**src/hw/dual_temp_monitor_map.svh**
```systemverilog
// Behaviour
// - converter runs freely, alternating local and remote sensor measurements
// - each finished measurement lands in its value register as signed byte
// - sixteen raw samples of one channel are averaged before storing
// - one degree per code step, -128 to +127, minus one is all ones
// - stored results compared with both limits; a trip sets a flag and alert
// - software selects standby, alert masking and conversion rate
// - reads and writes use separate addresses; wrong-way access gives invalid result
// - first byte of each write loads the pointer, which targets later bytes
// - pointer resets to zero so a first read returns local value
// - only the converter updates the value registers; bus only reads them
// - status bit 7 is high while a conversion is running
// - status bits 6..3 hold local high, local low, remote high, remote low
// - status bit 2 is set when the remote sensor is open
// - any of the five flags sets the alert latch, pulling alert low
// - status read clears a flag only once its cause has gone
// - flags stay set until a status read or reset clears them
// - alert latch clears only on alert response with causes and flags gone
// - config bit 6 halts timed conversions but not one-shot ones, bit 7 masks alert; both reset low
// - high limit trips on greater than, low limit on less than
// - rate code low bits scale conversion period from 16 s to 125 ms
// - a write to 0F starts one conversion; the data is dropped
`ifndef DUAL_TEMP_MONITOR_MAP_SVH
`define DUAL_TEMP_MONITOR_MAP_SVH
`define ADDR_RD_LOCAL 8'h00
`define ADDR_RD_REMOTE 8'h01
`define ADDR_RD_STATUS 8'h02
`define ADDR_RD_CONFIG 8'h03
`define ADDR_RD_RATE 8'h04
`define ADDR_RD_LOCAL_HIGH 8'h05
`define ADDR_RD_LOCAL_LOW 8'h06
`define ADDR_RD_REMOTE_HIGH 8'h07
`define ADDR_RD_REMOTE_LOW 8'h08
`define ADDR_WR_CONFIG 8'h09
`define ADDR_WR_RATE 8'h0A
`define ADDR_WR_LOCAL_HIGH 8'h0B
`define ADDR_WR_LOCAL_LOW 8'h0C
`define ADDR_WR_REMOTE_HIGH 8'h0D
`define ADDR_WR_REMOTE_LOW 8'h0E
`define ADDR_WR_ONE_SHOT 8'h0F
`define ADDR_RD_MAKER_ID 8'hFE
`define ADDR_RD_DIE_REV 8'hFF
`define RESET_POINTER 8'h00
`define RESET_VALUE 8'h00
`define RESET_RATE 8'h02
`define RESET_HIGH_LIMIT 8'h7F
`define RESET_LOW_LIMIT 8'hC9
`define INVALID_READ 8'h00
`define STATUS_BUSY_BIT 7
`define STATUS_FLAG_LSB 2
`define CONFIG_MASK_BIT 7
`define CONFIG_STANDBY_BIT 6
`define AVG_SAMPLES_LOG2 4
`define RATE_CODE_MAX 3'h7
`define SYS_CLK_KHZ 40000
`define FASTEST_CONV_MS 125
`define FASTEST_CONV_CYCLES (`FASTEST_CONV_MS * `SYS_CLK_KHZ)
`endif

```
**src/hw/dual_temp_monitor_pkg.sv**
```systemverilog
package dual_temp_monitor_pkg;

    typedef enum logic [1:0] {st_idle, st_request, st_wait, st_settle} conv_state_e;

    typedef struct packed {
        logic signed [11:0] sum;
        logic [3:0] count;
        logic [7:0] average;
        logic valid;
    } avg_state_s;

    typedef struct packed {
        logic [7:0] pointer;
        logic [7:0] local_value;
        logic [7:0] remote_value;
        logic alarm_output_inhibit;
        logic standby;
        logic [7:0] rate;
        logic [7:0] local_high;
        logic [7:0] local_low;
        logic [7:0] remote_high;
        logic [7:0] remote_low;
        logic [4:0] flags;
        logic alert_latch;
        logic remote_open;
        logic open_seen;
        logic oneshot_pending;
        logic run_pending;
        logic busy;
        logic remote_sel;
        conv_state_e state;
        logic [31:0] timer;
        logic sample_request;
        logic [7:0] read_data;
        logic read_valid;
        logic alert_n;
        logic alert_oe;
    } core_state_s;

endpackage : dual_temp_monitor_pkg

```
**src/hw/sample_averager.sv**
```systemverilog
`timescale 1ns/10ps
`default_nettype none
`include "dual_temp_monitor_map.svh"

module sample_averager (
    input wire logic sys_clk,
    input wire logic rst,
    input wire logic sample_valid,
    input wire logic [7:0] sample_data,
    output logic [7:0] average,
    output logic average_valid
);

    dual_temp_monitor_pkg::avg_state_s s;
    dual_temp_monitor_pkg::avg_state_s next_s;

    always_comb
    begin
        logic signed [11:0] total;
        total = s.sum + {{4{sample_data[7]}}, sample_data};
        next_s = s;
        next_s.valid = 1'b0;
        if (sample_valid)
        begin
            next_s.count = s.count + 4'h1;
            if (s.count == 4'hF)
            begin
                // arithmetic shift keeps the sign of the sum
                next_s.average = total[11:`AVG_SAMPLES_LOG2];
                next_s.valid = 1'b1;
                next_s.sum = 12'h000;
            end
            else
            begin
                next_s.sum = total;
            end
        end
    end

    always_ff @(posedge sys_clk)
    begin
        if (rst)
        begin
            s <= '0;
        end
        else
        begin
            s <= next_s;
        end
    end

    assign average = s.average;
    assign average_valid = s.valid;

endmodule : sample_averager
`default_nettype wire

```
**src/hw/dual_temp_monitor_core.sv**
```systemverilog
`timescale 1ns/10ps
`default_nettype none
`include "dual_temp_monitor_map.svh"

module dual_temp_monitor_core #(
    parameter int unsigned fastest_period_cycles = `FASTEST_CONV_CYCLES,
    // arbitrary neutral identity values
    parameter logic [7:0] maker_id = 8'h5A,
    parameter logic [7:0] die_revision = 8'h01
) (
    input wire logic sys_clk,
    input wire logic rst,
    input wire logic bus_write_valid,
    input wire logic bus_write_first,
    input wire logic [7:0] bus_write_data,
    input wire logic bus_read_req,
    input wire logic alert_response,
    input wire logic sample_valid,
    input wire logic [7:0] sample_data,
    input wire logic sample_open,
    output logic sensor_select,
    output logic sample_request,
    output logic [7:0] read_data,
    output logic read_valid,
    output logic alert_n,
    output logic alert_oe
);

    dual_temp_monitor_pkg::core_state_s s;
    dual_temp_monitor_pkg::core_state_s next_s;

    logic avg_in_valid;
    logic [7:0] avg_value;
    logic avg_valid;

    // signed compare, strict in both directions
    function automatic logic [1:0] limit_trip(
        input logic [7:0] value,
        input logic [7:0] high,
        input logic [7:0] low
    );
        limit_trip[1] = $signed(value) > $signed(high);
        limit_trip[0] = $signed(value) < $signed(low);
    endfunction : limit_trip

    assign avg_in_valid = sample_valid && (s.state == dual_temp_monitor_pkg::st_wait);

    sample_averager averager (
        .sys_clk(sys_clk),
        .rst(rst),
        .sample_valid(avg_in_valid),
        .sample_data(sample_data),
        .average(avg_value),
        .average_valid(avg_valid)
    );

    always_comb
    begin
        logic [4:0] cause;
        logic [31:0] period;
        logic status_read;
        logic [7:0] status;
        next_s = s;
        next_s.sample_request = 1'b0;
        next_s.read_valid = 1'b0;
        cause = {limit_trip(s.local_value, s.local_high, s.local_low),
                 limit_trip(s.remote_value, s.remote_high, s.remote_low),
                 s.remote_open};
        period = 32'(fastest_period_cycles) << (`RATE_CODE_MAX - s.rate[2:0]);
        status_read = bus_read_req && (s.pointer == `ADDR_RD_STATUS);
        status = {s.busy, s.flags, 2'b00};

        // free-running rate timer; frozen in standby
        if (!s.standby)
        begin
            if (s.timer >= period - 32'd1)
            begin
                next_s.timer = 32'h0000_0000;
                next_s.run_pending = 1'b1;
            end
            else
            begin
                next_s.timer = s.timer + 32'd1;
            end
        end

        unique case (s.state)
            dual_temp_monitor_pkg::st_idle:
            begin
                if (s.oneshot_pending || (s.run_pending && !s.standby))
                begin
                    next_s.oneshot_pending = 1'b0;
                    next_s.run_pending = 1'b0;
                    next_s.busy = 1'b1;
                    next_s.remote_sel = 1'b0;
                    next_s.open_seen = 1'b0;
                    next_s.state = dual_temp_monitor_pkg::st_request;
                end
            end
            dual_temp_monitor_pkg::st_request:
            begin
                next_s.sample_request = 1'b1;
                next_s.state = dual_temp_monitor_pkg::st_wait;
            end
            dual_temp_monitor_pkg::st_wait:
            begin
                if (sample_valid)
                begin
                    if (s.remote_sel && sample_open)
                    begin
                        next_s.open_seen = 1'b1;
                    end
                    next_s.state = dual_temp_monitor_pkg::st_settle;
                end
            end
            dual_temp_monitor_pkg::st_settle:
            begin
                // averager answers one cycle after its sixteenth sample
                if (avg_valid)
                begin
                    if (s.remote_sel)
                    begin
                        next_s.remote_value = avg_value;
                        next_s.remote_open = s.open_seen;
                        next_s.busy = 1'b0;
                        next_s.state = dual_temp_monitor_pkg::st_idle;
                    end
                    else
                    begin
                        next_s.local_value = avg_value;
                        next_s.remote_sel = 1'b1;
                        next_s.state = dual_temp_monitor_pkg::st_request;
                    end
                end
                else
                begin
                    next_s.state = dual_temp_monitor_pkg::st_request;
                end
            end
        endcase

        // value registers have no write address at all
        if (bus_write_valid)
        begin
            if (bus_write_first)
            begin
                next_s.pointer = bus_write_data;
            end
            else
            begin
                case (s.pointer)
                    `ADDR_WR_CONFIG:
                    begin
                        next_s.alarm_output_inhibit = bus_write_data[`CONFIG_MASK_BIT];
                        next_s.standby = bus_write_data[`CONFIG_STANDBY_BIT];
                    end
                    `ADDR_WR_RATE:
                    begin
                        next_s.rate = bus_write_data;
                    end
                    `ADDR_WR_LOCAL_HIGH:
                    begin
                        next_s.local_high = bus_write_data;
                    end
                    `ADDR_WR_LOCAL_LOW:
                    begin
                        next_s.local_low = bus_write_data;
                    end
                    `ADDR_WR_REMOTE_HIGH:
                    begin
                        next_s.remote_high = bus_write_data;
                    end
                    `ADDR_WR_REMOTE_LOW:
                    begin
                        next_s.remote_low = bus_write_data;
                    end
                    `ADDR_WR_ONE_SHOT:
                    begin
                        next_s.oneshot_pending = 1'b1;
                    end
                    default:
                    begin
                        // read-only and reserved addresses swallow the byte
                    end
                endcase
            end
        end

        if (bus_read_req)
        begin
            next_s.read_valid = 1'b1;
            case (s.pointer)
                `ADDR_RD_LOCAL: next_s.read_data = s.local_value;
                `ADDR_RD_REMOTE: next_s.read_data = s.remote_value;
                `ADDR_RD_STATUS: next_s.read_data = status;
                `ADDR_RD_CONFIG: next_s.read_data = {s.alarm_output_inhibit, s.standby, 6'h00};
                `ADDR_RD_RATE: next_s.read_data = s.rate;
                `ADDR_RD_LOCAL_HIGH: next_s.read_data = s.local_high;
                `ADDR_RD_LOCAL_LOW: next_s.read_data = s.local_low;
                `ADDR_RD_REMOTE_HIGH: next_s.read_data = s.remote_high;
                `ADDR_RD_REMOTE_LOW: next_s.read_data = s.remote_low;
                `ADDR_RD_MAKER_ID: next_s.read_data = maker_id;
                `ADDR_RD_DIE_REV: next_s.read_data = die_revision;
                default: next_s.read_data = `INVALID_READ;
            endcase
        end

        // a live cause re-sets its flag, so set wins over the read
        for (int i = 0; i < 5; i++)
        begin
            next_s.flags[i] = (s.flags[i] && !status_read) || cause[i];
        end

        if (|s.flags)
        begin
            next_s.alert_latch = 1'b1;
        end
        else if (alert_response && !(|cause))
        begin
            next_s.alert_latch = 1'b0;
        end

        // masking gates the pin only; the latch keeps its state
        next_s.alert_oe = s.alert_latch && !s.alarm_output_inhibit;
        next_s.alert_n = !next_s.alert_oe;
    end

    always_ff @(posedge sys_clk)
    begin
        if (rst)
        begin
            s <= '0;
            s.pointer <= `RESET_POINTER;
            s.local_value <= `RESET_VALUE;
            s.remote_value <= `RESET_VALUE;
            s.rate <= `RESET_RATE;
            s.local_high <= `RESET_HIGH_LIMIT;
            s.local_low <= `RESET_LOW_LIMIT;
            s.remote_high <= `RESET_HIGH_LIMIT;
            s.remote_low <= `RESET_LOW_LIMIT;
            s.state <= dual_temp_monitor_pkg::st_idle;
            s.alert_n <= 1'b1;
        end
        else
        begin
            s <= next_s;
        end
    end

    assign sensor_select = s.remote_sel;
    assign sample_request = s.sample_request;
    assign read_data = s.read_data;
    assign read_valid = s.read_valid;
    assign alert_n = s.alert_n;
    assign alert_oe = s.alert_oe;

endmodule : dual_temp_monitor_core
`default_nettype wire

```
**config.mk**
```make
export PLATFORM = sky130hd
export DESIGN_NAME = dual_temp_monitor_core
export DESIGN_NICKNAME = d
export VERILOG_FILES = /design/src/hw/dual_temp_monitor_pkg.sv /design/src/hw/sample_averager.sv /design/src/hw/dual_temp_monitor_core.sv
export VERILOG_INCLUDE_DIRS = /design/src /design/src/hw
export SDC_FILE = /design/constraint.sdc
export NUM_CORES = 1
export LEC_CHECK = 0
export ABC_AREA = 1
export BUFFER_PORTS_ARGS = -buffer_cell sky130_fd_sc_hd__buf_2
export CAP_MARGIN = 0
export CORE_MARGIN = 2
export CORE_UTILIZATION = 25
export CTS_CLUSTER_DIAMETER = 50
export CTS_CLUSTER_SIZE = 16
export DETAILED_ROUTE_END_ITERATION = 10
export GPL_TIMING_DRIVEN = 0
export PLACE_DENSITY = 0.39
export SYNTH_ARGS = -nofsm -noshare
export SYNTH_HDL_FRONTEND = slang
export SYNTH_SLANG_ARGS = --single-unit
```
**constraint.sdc**
```tcl
create_clock -name sys_clk -period 3.2 [get_ports sys_clk]
set_input_delay 0.16 -clock sys_clk [delete_from_list [all_inputs] [get_ports sys_clk]]
set_output_delay 0.16 -clock sys_clk [all_outputs]
set_load 0.1 [all_outputs]
```
==> run metrics <==
setup ws final 0.1260 ns; sequential standard cell area between 2000 and 3000 sq um; Seq/Total Area, Yosys 0.3269; post-route antenna net violation count 0; fin nets 1523; CTS tree yes; drt drc 0; pin slew with the least headroom to its limit 0.8390 ns; hold buffers post-CTS 0; critical path class flop to flop; vias per cell 4.528; Final Slew Violations 0; die height between 150 and 200 um; most common cell after layout, fill and taps aside nand2_1; total wire length 29550 um; unrepaired setup endpoints after global routing true; hpwl dp 22820 um; layout cells sized above 1 0.1456; I/O Buffers 34; drt pass-1 iters 5; Startpoint Class flop; row cnt 69; Leakage 0.005079 uW; Top Ports 37; initial antenna violation count 0; Async S/R FF share, synth 0; Critical-path top delay cell dfxtp_4; die area about 38000 sq um; Initial Util 0.2553; most frequent cells in the layout nand2_1 (294), inv_1 (173), dfxtp_1 (146); number of global-route vias before repair 8070; share of the synthesized area in the top cell type 0.3269; clock skew roughly 0.011 ns; Max Cap Viol 0; hold crit path type input port to flop; #FFs+latches synth 149; WL/cell 15.63 um; CP max stage delay 0.39 ns; share of the core filled with cells 0.3114; Crit path required time 3.58 ns; clock root cell clkbuf_16; min cycle time layout 3.074 ns; syn nets approximately 1400; Mapped Cells 1335; 1st-iter DRT viols between 400 and 500; power per cell area 440.3 nW/um^2; VDD IR-drop max 0.3674 mV; CP Capture Type flop; CP Cell Sequence buf_6, ha_4, nand2_2, o21ai_4, buf_4, nor2_1, o21ai_2, a21oi_2, buf_4, nand2_2, xor2_1, inv_1, ha_2, a21oi_2, o21ai_1, nand2_1, nand2_2, a21oi_2, nand2_1, nand2_2, nand2_4, buf_6, clkbuf_16, nor2_1; dpl ws -0.6874 ns; area of the multi-input gates around 5500 sq um; fmax approximately 330 MHz; via count 8558; Rel. slew slack 0.4406; Num CTS Buffers 17; Tcrit/Tclk final 0.9606; YS warnings 0; first-pass GRT wire length 46260 um; clock buffer depth 2; grt ovf 0; number of clock sinks between 100 and 150; Fin. Hold Viols 0; top cell type by total area after synthesis dfxtp_1; crit-path max FO 7; largest net degree at the start of global routing 17; Area Overhead vs Synth 21.98%; core box area ~36000 sq um; antenna cell count 0; Die X-Extent just under 200 um; EDFF count, synth 0; Tot GR Track Use 0.1574; Fillers 3950; run status completed; mapped cell area 9124 sq um; clock-pin slew on the worst setup and hold paths roughly 0.070 ns; Arrival @ worst endpoint 3.45 ns; Post-synth top flop dfxtp_1; most frequent CP cell nand2_2; synth unique cells 45; Avg Cell Area, Syn 6.834 sq um; H-tree depth 4; worst skew pair latency 0.44 ns; GPL Wtd Cong approximately 0.81; Synth area leaders dfxtp_1 (33%), nand2_1 (13%), ha_1 (11%), inv_1 (7.2%), nand3_1 (5.9%); endpoints failing setup 0
-- Yosys cell counts (9+ instances only) --
cell type  count
buf_4         11
a21oi_1      101
inv_2          9
nand2_1      306
ha_1          81
xor2_1        24
nor2_1       143
nand3_1      108
buf_2          9
o21ai_0       74
dfxtp_1      149
o211ai_1      28
nand4_1       12
inv_1        176
nor3_1        14
clkbuf_1      21
-- kinds of logic (layout without fill, tap and decap cells) --
logic type,after synthesis,count (layout),synth area share
AO/OA/AOI/OAI,226,226,0.1366
XOR/XNOR,28,28,0.02688
adder cells (fa/ha/maj),82,82,0.1133
buffers and inverters,231,325,0.1024
flip-flops,149,149,0.3269
multiplexers,1,1,0.001097
AND/OR/NAND/NOR,618,618,0.2928
-- power breakdown --
part	switching, uW	leakage [uW]	internal (uW)
Sequential	38.4	0.00121	1910
Clock	872	0.000315	1410
Combinational	472	0.00356	203
-- final cells by class --
type	count	share of cell area
buffer	43	0.02226
clock buffer	20	0.04013
clock inverter	11	0.01788
inverter	188	0.06453
multi-input combinational	955	0.4954
sequential	149	0.2690
tap	461	0.05183
timing repair buffer	63	0.03890
-- flip-flops by register name, summed over array words and instances (netlist names) --
| name | count |
|---|---|
| alert_oe | 1 |
| s | 111 |
| read_valid | 1 |
| read_data | 8 |
| averager.s | 16 |
| averager.average_valid | 1 |
| sensor_select | 1 |
| averager.average | 8 |
| alert_n | 1 |
| sample_request | 1 |
-- layer usage --
metal  GRT usage  up-vias  share of wire
li1            -     4503              -
met1      0.2245     3907           0.51
met2      0.2500      130           0.44
met3     0.02263       18          0.034
met4     0.03675        0         0.0091
met5           0        -              0
-- worst paths after layout --
| kind | startpoint | to | slack (ns) | depth (start not counted) |
|---|---|---|---|---|
| worst max-delay path | s[91]$_SDFFE_PP1P_ | s[32]$_SDFFE_PP0N_ | 0.13 | 24 |
| worst max register to register | s[91]$_SDFFE_PP1P_ | s[32]$_SDFFE_PP0N_ | 0.13 | 24 |
| worst min register to register | s[43]$_SDFFE_PP0N_ | s[43]$_SDFFE_PP0N_ | 0.44 | 2 |
| worst min-delay path | sample_open | s[50]$_SDFFE_PP0P_ | 0.01 | 3 |
-- critical path: cells and delay by family, from the launching register on --
kind	cells	cell delay, ns
XOR/XNOR	1	0.12
buffers and inverters	6	0.77
adder cells (fa/ha/maj)	2	0.34
AO/OA/AOI/OAI	6	0.67
flip-flops	1	0.39
AND/OR/NAND/NOR	9	0.74
-- per-stage QoR --
step                cells  power, uW  area [sq um]  hold slack (ns)  TNS [ns]
detailed placement   1830       2648          9871           0.4368    -17.94
finish               1890       4900         11130          0.01172         0
global route         1890       5138         11130          0.01160   -0.7789
CTS                  1869       4959         10640        0.0006410         0
floorplan            1335       2448          9124           0.2904         0
global placement     1830       2650          9871           0.4323    -17.67
-- what timing repair did --
item / CTS / global route
setup buffers: 8 / 20
pin swaps: 5 / 26
gates cloned: 0 / 1
endpoints found under the setup margin: 32 / 32
gates resized for setup: 20 / 80
Power figures use the tool's default switching activity.
